[src/include/dem_cfg.svh]
// Constants of the DSP execution monitor
//
// Behaviour
// A software error stores the execute-stage program count into a 16-bit capture register.
// Watchdog counter starts at the reload value and steps down by one.
// Each program restart reloads the watchdog counter to its programmed maximum.
// Counter reaching zero before a reload raises a watchdog error to the fault manager.
// Reload value is a 13-bit read/write field, bits 12 to 0, reset zero.
// Total timeout in clocks is reload value times the selected prescale factor.
// Prescale code 0000 steps every 64 clocks, doubling per code up to 1011.
// Bit 0 of the frame group enable register gates block interrupts; reset zero.
// Each frame start pulse increments the frame counter.
// Frame counter equal to programmed length gives a block interrupt and returns to zero.
// Bits 23 to 16 of the live program counter read back in bits 7 to 0.
// A watchdog error sets a sticky fault flag until software clears it.
// After expiry the counter holds at zero and errors once until the next reload.
`ifndef DEM_CFG_SVH
`define DEM_CFG_SVH

`define DEM_ADDR_W 16
`define DEM_DATA_W 16
`define DEM_PC_W 24
`define DEM_RELOAD_W 13
`define DEM_PRESC_W 4
`define DEM_PCNT_W 17
`define DEM_IRQ_N 3

`define DEM_OFS_ERR_PC 16'hF432
`define DEM_OFS_RELOAD 16'hF443
`define DEM_OFS_PRESC 16'hF444
`define DEM_OFS_BLK_EN 16'hF450
`define DEM_OFS_BLK_LEN 16'hF451
`define DEM_OFS_PC_HIGH 16'hF460
`define DEM_OFS_FAULT 16'hF470
`define DEM_OFS_IRQ_STAT 16'hF471
`define DEM_OFS_IRQ_MASK 16'hF472

`define DEM_RST_ERR_PC 16'h0000
`define DEM_RST_RELOAD 13'h0000
`define DEM_RST_PRESC 4'h0
`define DEM_RST_BLK_EN 1'b0
`define DEM_RST_BLK_LEN 16'h0000
`define DEM_RST_IRQ_MASK 3'h0

`define DEM_PRESC_BASE 18'h0_0040
`define DEM_PRESC_MAX 4'hB

`define DEM_IRQ_WD 0
`define DEM_IRQ_BLK 1
`define DEM_IRQ_SWE 2

`endif

[src/include/dem_pkg.sv]
// Types and shared decode of the DSP execution monitor
`include "dem_cfg.svh"
package dem_pkg;

  typedef enum logic [1:0] {
    DEM_WD_IDLE = 2'b00,
    DEM_WD_RUN = 2'b01,
    DEM_WD_EXPIRED = 2'b11
  } dem_wd_state_t;

  typedef struct packed {
    logic [`DEM_PCNT_W-1:0] cnt;
    logic tick;
  } dem_presc_state_t;

  typedef struct packed {
    logic [`DEM_DATA_W-1:0] cnt;
    logic wrap;
  } dem_frame_state_t;

  typedef struct packed {
    logic [`DEM_DATA_W-1:0] err_pc;
    logic [`DEM_RELOAD_W-1:0] reload;
    logic [`DEM_PRESC_W-1:0] presc;
    logic blk_en;
    logic [`DEM_DATA_W-1:0] blk_len;
    logic [`DEM_IRQ_N-1:0] irq_stat;
    logic [`DEM_IRQ_N-1:0] irq_mask;
    logic fault;
    logic [`DEM_RELOAD_W-1:0] wd_cnt;
    dem_wd_state_t wd_state;
    logic wd_err;
    logic blk_irq;
    logic irq;
    logic [`DEM_DATA_W-1:0] rd_data;
  } dem_top_state_t;

  // Last count of one prescale period; codes above the top one clamp
  function automatic logic [`DEM_PCNT_W-1:0] dem_presc_last(
    input logic [`DEM_PRESC_W-1:0] code);
    logic [`DEM_PRESC_W-1:0] c;
    logic [`DEM_PCNT_W:0] period;
    c = (code > `DEM_PRESC_MAX) ? `DEM_PRESC_MAX : code;
    period = `DEM_PRESC_BASE << c;
    dem_presc_last = period[`DEM_PCNT_W-1:0] - 17'h0_0001;
  endfunction

endpackage

[src/hw/dem_frame_counter.sv]
// Frame group counter: counts frame starts, wraps at programmed length
`timescale 1ns/1ns
module dem_frame_counter (
  input wire logic sys_clk_i, // System clock
  input wire logic rst_b_i, // Async reset, active low
  input wire logic frame_start_i, // New frame start pulse
  input wire logic [15:0] length_i, // Frames per group
  output logic wrap_o // Group complete pulse
);
  import dem_pkg::*;

  dem_frame_state_t st_reg;
  dem_frame_state_t st_next;
  logic [15:0] inc;

  always_comb begin
    st_next = st_reg;
    st_next.wrap = 1'b0;
    inc = st_reg.cnt + 16'h0001;
    if (frame_start_i) begin
      if (inc == length_i) begin
        st_next.cnt = '0;
        st_next.wrap = 1'b1;
      end else begin
        st_next.cnt = inc;
      end
    end
  end

  always_ff @(posedge sys_clk_i or negedge rst_b_i) begin
    if (!rst_b_i) begin
      st_reg <= '0;
    end else begin
      st_reg <= st_next;
    end
  end

  assign wrap_o = st_reg.wrap;
endmodule

[src/hw/dem_prescaler.sv]
// Watchdog prescaler: one-cycle step enable every 64 << code clocks, codes above 1011 taken as 1011
`timescale 1ns/1ns
module dem_prescaler (
  input wire logic sys_clk_i, // System clock
  input wire logic rst_b_i, // Async reset, active low
  input wire logic clear_i, // Restart the period
  input wire logic [3:0] code_i, // Prescale code
  output logic tick_o // Step enable pulse
);
  import dem_pkg::*;

  dem_presc_state_t st_reg;
  dem_presc_state_t st_next;

  always_comb begin
    st_next = st_reg;
    st_next.tick = 1'b0;
    if (clear_i) begin
      st_next.cnt = '0;
    end else if (st_reg.cnt >= dem_presc_last(code_i)) begin
      st_next.cnt = '0;
      st_next.tick = 1'b1;
    end else begin
      st_next.cnt = st_reg.cnt + 17'h0_0001;
    end
  end

  always_ff @(posedge sys_clk_i or negedge rst_b_i) begin
    if (!rst_b_i) begin
      st_reg <= '0;
    end else begin
      st_reg <= st_next;
    end
  end

  assign tick_o = st_reg.tick;
endmodule

[src/hw/dem_top.sv]
// DSP execution monitor: watchdog, error PC capture, frame group interrupts
//
// The address-and-strobe port is this design's own decision.
`timescale 1ns/1ns
`include "dem_cfg.svh"
module dem_top (
  input wire logic sys_clk_i, // 250 MHz system clock
  input wire logic rst_b_i, // Async reset, active low
  input wire logic [15:0] addr_i, // Register address
  input wire logic [15:0] wr_data_i, // Register write data
  input wire logic wr_en_i, // Write strobe
  input wire logic rd_en_i, // Read strobe
  output logic [15:0] rd_data_o, // Read data, cycle after strobe
  input wire logic frame_start_i, // Frame start pulse from sequencer
  input wire logic pc_restart_i, // Program jumped back to start
  input wire logic [23:0] pc_i, // Live program counter
  input wire logic [15:0] exec_pc_i, // Execute-stage program count
  input wire logic sw_error_i, // Software error pulse
  output logic wd_error_o, // Watchdog error pulse to fault manager
  output logic wd_fault_o, // Sticky watchdog fault flag
  output logic block_irq_o, // Block interrupt pulse
  output logic irq_o // Level interrupt, OR of status bits enabled in the mask
);
  import dem_pkg::*;

  dem_top_state_t r;
  dem_top_state_t n;
  logic wd_tick;
  logic frame_wrap;

  dem_prescaler u_presc (
    .sys_clk_i(sys_clk_i),
    .rst_b_i(rst_b_i),
    .clear_i(pc_restart_i),
    .code_i(r.presc),
    .tick_o(wd_tick)
  );

  dem_frame_counter u_frame (
    .sys_clk_i(sys_clk_i),
    .rst_b_i(rst_b_i),
    .frame_start_i(frame_start_i),
    .length_i(r.blk_len),
    .wrap_o(frame_wrap)
  );

  always_comb begin
    n = r;
    n.wd_err = 1'b0;
    n.blk_irq = 1'b0;
    n.rd_data = '0;

    // Register writes
    if (wr_en_i) begin
      case (addr_i)
        `DEM_OFS_ERR_PC: n.err_pc = wr_data_i;
        `DEM_OFS_RELOAD: n.reload = wr_data_i[`DEM_RELOAD_W-1:0];
        `DEM_OFS_PRESC: n.presc = wr_data_i[`DEM_PRESC_W-1:0];
        `DEM_OFS_BLK_EN: n.blk_en = wr_data_i[0];
        `DEM_OFS_BLK_LEN: n.blk_len = wr_data_i;
        `DEM_OFS_FAULT: begin
          if (wr_data_i[0]) begin
            n.fault = 1'b0;
          end
        end
        `DEM_OFS_IRQ_STAT: n.irq_stat = r.irq_stat & ~wr_data_i[`DEM_IRQ_N-1:0];
        `DEM_OFS_IRQ_MASK: n.irq_mask = wr_data_i[`DEM_IRQ_N-1:0];
        default: begin
        end
      endcase
    end

    // Hardware capture wins over a software write
    if (sw_error_i) begin
      n.err_pc = exec_pc_i;
      n.irq_stat[`DEM_IRQ_SWE] = 1'b1;
    end

    // Watchdog
    if (pc_restart_i) begin
      n.wd_cnt = r.reload;
      n.wd_state = DEM_WD_RUN;
    end else begin
      case (r.wd_state)
        DEM_WD_IDLE: begin
        end
        DEM_WD_RUN: begin
          if (r.wd_cnt == '0) begin
            n.wd_state = DEM_WD_EXPIRED;
            n.wd_err = 1'b1;
          end else if (wd_tick) begin
            n.wd_cnt = r.wd_cnt - 13'h0001;
          end
        end
        DEM_WD_EXPIRED: begin
          n.wd_cnt = '0;
        end
        default: n.wd_state = DEM_WD_IDLE;
      endcase
    end

    if (n.wd_err) begin
      n.fault = 1'b1;
      n.irq_stat[`DEM_IRQ_WD] = 1'b1;
    end

    // Frame group interrupt
    if (frame_wrap && r.blk_en) begin
      n.blk_irq = 1'b1;
      n.irq_stat[`DEM_IRQ_BLK] = 1'b1;
    end

    n.irq = |(n.irq_stat & n.irq_mask);

    // Register reads, answer in the next cycle only
    if (rd_en_i) begin
      case (addr_i)
        `DEM_OFS_ERR_PC: n.rd_data = r.err_pc;
        `DEM_OFS_RELOAD: n.rd_data = {3'h0, r.reload};
        `DEM_OFS_PRESC: n.rd_data = {12'h000, r.presc};
        `DEM_OFS_BLK_EN: n.rd_data = {15'h0000, r.blk_en};
        `DEM_OFS_BLK_LEN: n.rd_data = r.blk_len;
        `DEM_OFS_PC_HIGH: n.rd_data = {8'h00, pc_i[23:16]};
        `DEM_OFS_FAULT: n.rd_data = {15'h0000, r.fault};
        `DEM_OFS_IRQ_STAT: n.rd_data = {13'h0000, r.irq_stat};
        `DEM_OFS_IRQ_MASK: n.rd_data = {13'h0000, r.irq_mask};
        default: n.rd_data = '0;
      endcase
    end
  end

  always_ff @(posedge sys_clk_i or negedge rst_b_i) begin
    if (!rst_b_i) begin
      r <= '{
        err_pc: `DEM_RST_ERR_PC,
        reload: `DEM_RST_RELOAD,
        presc: `DEM_RST_PRESC,
        blk_en: `DEM_RST_BLK_EN,
        blk_len: `DEM_RST_BLK_LEN,
        irq_stat: '0,
        irq_mask: `DEM_RST_IRQ_MASK,
        fault: 1'b0,
        wd_cnt: '0,
        wd_state: DEM_WD_IDLE,
        wd_err: 1'b0,
        blk_irq: 1'b0,
        irq: 1'b0,
        rd_data: '0
      };
    end else begin
      r <= n;
    end
  end

  assign rd_data_o = r.rd_data;
  assign wd_error_o = r.wd_err;
  assign wd_fault_o = r.fault;
  assign block_irq_o = r.blk_irq;
  assign irq_o = r.irq;

  // Checking helpers: clocks since last step, one behind the prescale count
  logic [17:0] gap_q;
  logic presc_dirty;
  logic presc_wr;
  assign presc_wr = wr_en_i && (addr_i == `DEM_OFS_PRESC);

  // A code change mid-period leaves one irregular step
  always_ff @(posedge sys_clk_i or negedge rst_b_i) begin
    if (!rst_b_i) begin
      gap_q <= '1;
      presc_dirty <= 1'b0;
    end else begin
      if (pc_restart_i) begin
        gap_q <= '1;
      end else if (wd_tick) begin
        gap_q <= '0;
      end else begin
        gap_q <= gap_q + 18'h0_0001;
      end
      if (presc_wr) begin
        presc_dirty <= 1'b1;
      end else if (pc_restart_i || wd_tick) begin
        presc_dirty <= 1'b0;
      end
    end
  end
endmodule

[config.mk]
export PLATFORM = sky130hd
export DESIGN_NAME = dem_top
export DESIGN_NICKNAME = d
export VERILOG_FILES = /design/src/include/dem_pkg.sv /design/src/hw/dem_frame_counter.sv /design/src/hw/dem_prescaler.sv /design/src/hw/dem_top.sv
export VERILOG_INCLUDE_DIRS = /design/src /design/src/include
export SDC_FILE = /design/constraint.sdc
export NUM_CORES = 1
export LEC_CHECK = 0
export ABC_AREA = 1
export BUFFER_PORTS_ARGS = -buffer_cell sky130_fd_sc_hd__clkbuf_2
export CAP_MARGIN = 15
export CORE_MARGIN = 8
export CORE_UTILIZATION = 30
export CTS_CLUSTER_SIZE = 25
export DETAILED_ROUTE_END_ITERATION = 10
export GPL_ROUTABILITY_DRIVEN = 0
export PLACE_DENSITY = 0.55
export SLEW_MARGIN = 20
export SYNTH_ARGS = -nofsm -noshare
export SYNTH_HDL_FRONTEND = slang
export SYNTH_SLANG_ARGS = --single-unit
[constraint.sdc]
create_clock -name sys_clk_i -period 5 [get_ports sys_clk_i]
set_input_delay 0.5 -clock sys_clk_i [delete_from_list [all_inputs] [get_ports sys_clk_i]]
set_output_delay 0.5 -clock sys_clk_i [all_outputs]
set_load 0.01 [all_outputs]
==> flow_summary.ini <==
[final_layout]
nets = 1157
drive_above_1_share = 0.125
antennaDiodeCount = 0
syn2layout_area_growth_pct = 16.0
largest_register_ffs = 71
n_fill_cell = 2617

[routing]
routed_wl_mm = 21.2
via_per_inst = 4.82
ant_nets = 0
avgRoutedWirePerCell_um = 15.2
vias = 6734
drc = 0
drtIter0Drc = 395
dr.pass1.iters = 5

[logic_synthesis]
synth.area.top_cells = dfrtp_1, nand2_1, inv_1
synth_seq_cells = 126
synth_edf_count = 0
synth_warnings = 0
synth_cell_types = 45
yosysTopAreaCell = dfrtp_1
syn_nets = 1096
ys.flop_type = dfrtp_1
syn_area_per_cell_sq_um = 7.39
synth_top_area_frac = 0.427
ys_async_sr_fraction = 1.00
syn_inst = 1000
syn-cell-area_sq_um = 7390
yosysSeqAreaShare = 0.427

[power_and_ir_drop]
pwr-share-seq = 0.399
p_sw_frac = 0.317
power.switching_uw = 943
power_density_nw_per_um2 = 347
ir_worst_vdd_mv = 0.197
pwr-share-clk = 0.409
p_leak_nw = 4.11
combPwrFrac = 0.192
intPower_mw = 2.03

[floorplanning]
die_w_um = 173
die_area_sq_um = 29900
rows = 57
io_pins = 99
coreArea_sq_um = 24200
initial_core_util = 0.305
fp.dieH_um = 173

[grt]
grt_max_degree = 81
grt_pass1_wl_mm = 35.2
grt_pass1_vias = 6707
grt_use_total = 0.146
antenna_found_initial = 0
grt_overflow = 0

[sta]
min_period_ps = 3430
worst_slew_pin_slew_ps = 1040
rsz0062_at_grt = false
tns_ps = 0
slew_viol_final = 0
finalCritPeriodShare = 0.685
finalSetupViolations = 0
skew_ps = 14.1
relSlewSlack = 0.307
finalWorstSetupSlack_ps = 1570
max_freq_ghz = 0.292
final_hold_viol_count = 0

[setup_path]
start_kind = flip-flop
critPathMaxStageDelay_ps = 500
slowest_stage = nand3_1
crit_path_max_fanout = 18
cp_top_family = simple AND/OR/NAND/NOR gates
critical_path_class = reg -> reg
cp.arrival_ps = 3700
critPathRequiredTime_ps = 5270
crit_buf_inv = 2
critPathCaptureType = flip-flop
worst_path_most_repeated_cell = nor2_1
timing.critical_path.cells = nor2_1, nand2_1, nor2_1, inv_1, ha_1, nand2_1, o21ai_0, mux2_2, ha_1, nand2_1, inv_1, nand3_1, nor3_1, a21boi_0, nor2_1, nand3_1, nor2_1

[clock_network]
cts_inserted_buffers = 17
ctsHoldBuffers = 0
clockBufferDepth = 2
worst_skew_pair.late_latency_ps = 430
cts_num_sinks = 126
clock-root-buffer = clkbuf_16
h-tree-depth = 4
clkTransAtPathRegs_ps = 60
cts_tree = yes
post_cts_buffers = 0
cts-resized-gates = 0

[hold_path]
holdCritPathClass = in -> async

[placed_design]
dpl.hpwl_mm = 15.7
dpl_worst_slack_ps = 1550
io_buffers = 82

[outcome]
status = completed

[job]
maxCapViolCount = 0
-- cell type report --
type / count / area, sq um / area share
Clock buffer: 19 / 453 / 0.0529
Clock inverter: 13 / 126 / 0.0147
Inverter: 118 / 443 / 0.0517
Multi-Input combinational cell: 714 / 3560 / 0.415
Timing Repair Buffer: 84 / 432 / 0.0504
Tap cell: 324 / 405 / 0.0473
Sequential cell: 126 / 3150 / 0.368
-- per-stage QoR --
step | instance area, sq um | utilization | power [mW] | hold WS [ps] | instances
finish | 8570 | 0.353 | 2.97 | 143 | 1398
global route | 8570 | 0.353 | 3.17 | 204 | 1398
CTS | 8570 | 0.353 | 3.00 | 169 | 1398
detailed placement | 7990 | 0.330 | 1.78 | 473 | 1366
global placement | 7990 | 0.330 | 1.77 | 466 | 1366
floorplan | 7390 | - | 1.60 | 204 | 1000
-- worst paths after layout --
path                                from            endpoint  slack, ps  cells after the start
setup / recovery                   r[60]  u_presc.st_reg[16]       1570                     17
hold / removal                   rst_b_i       rd_data_o[11]        140                      1
setup reg to reg                   r[60]  u_presc.st_reg[16]       1570                     17
hold reg to reg                    r[70]               r[70]        490                      2
max in group asynchronous        rst_b_i               r[78]       3720                      2
min in group sys_clk_i     exec_pc_i[14]               r[89]        310                      3
-- kinds of logic (layout without fill, tap and decap cells) --
group / Yosys count / after routing / share of synthesized area
simple gates: 531 / 531 / 0.309
buf+inv: 160 / 234 / 0.0915
compound gates: 153 / 153 / 0.122
flops: 126 / 126 / 0.427
fa+ha+maj: 17 / 17 / 0.0288
xor+xnor: 12 / 12 / 0.0198
mux: 1 / 1 / 0.00152
-- cell usage after synthesis, types with 2 or more instances --
| library cell | number |
|---|---|
| a21oi_1 | 35 |
| a22oi_1 | 6 |
| a31oi_1 | 2 |
| and2_1 | 2 |
| buf_2 | 6 |
| buf_4 | 16 |
| clkbuf_1 | 19 |
| clkinv_1 | 3 |
| dfrtp_1 | 126 |
| ha_1 | 17 |
| inv_1 | 115 |
| nand2_1 | 302 |
| nand3_1 | 80 |
| nand3b_1 | 5 |
| nand4_1 | 26 |
| nor2_1 | 82 |
| nor2_2 | 3 |
| nor2_4 | 5 |
| nor3_1 | 15 |
| nor3_2 | 2 |
| o211ai_1 | 21 |
| o21ai_0 | 66 |
| o21bai_1 | 2 |
| o221ai_1 | 5 |
| o22ai_1 | 5 |
| o31ai_1 | 3 |
| or2_2 | 4 |
| xnor2_1 | 2 |
| xnor3_1 | 3 |
| xor2_1 | 7 |
-- layout by cell type, fill, tap and decap left out, types with 21 or more instances in the layout --
master,count
inv_1,115
nand3_1,80
o211ai_1,21
o21ai_0,66
dfrtp_1,126
clkbuf_2,81
nor2_1,82
nand2_1,302
a21oi_1,35
nand4_1,26
-- worst register-to-register path, stage by stage (launching register included) --
cell and delay [ps]:
dfrtp_1 450, nor2_1 210, nand2_1 100, nor2_1 180
inv_1 70, ha_1 230, nand2_1 90, o21ai_0 70
mux2_2 270, ha_1 320, nand2_1 70, inv_1 50
nand3_1 80, nor3_1 210, a21boi_0 210, nor2_1 60
nand3_1 500, nor2_1 110
-- metal layers --
metal	up-vias	global-route usage	part of all wire
li1	3395	-	-
met1	3147	0.195	0.49
met2	177	0.223	0.43
met3	15	0.0470	0.069
met4	0	0.0367	0.010
met5	-	0	0
-- power groups by stage --
stage | Combinational (mW) | Sequential, mW | Clock (mW)
after floorplan | 0.420 | 1.18 | 0
after global placement | 0.564 | 1.20 | 0
after detailed placement | 0.574 | 1.20 | 0
after CTS | 0.576 | 1.19 | 1.24
after global routing | 0.671 | 1.20 | 1.30
final | 0.570 | 1.19 | 1.21
(Power assumes the default switching activity.)
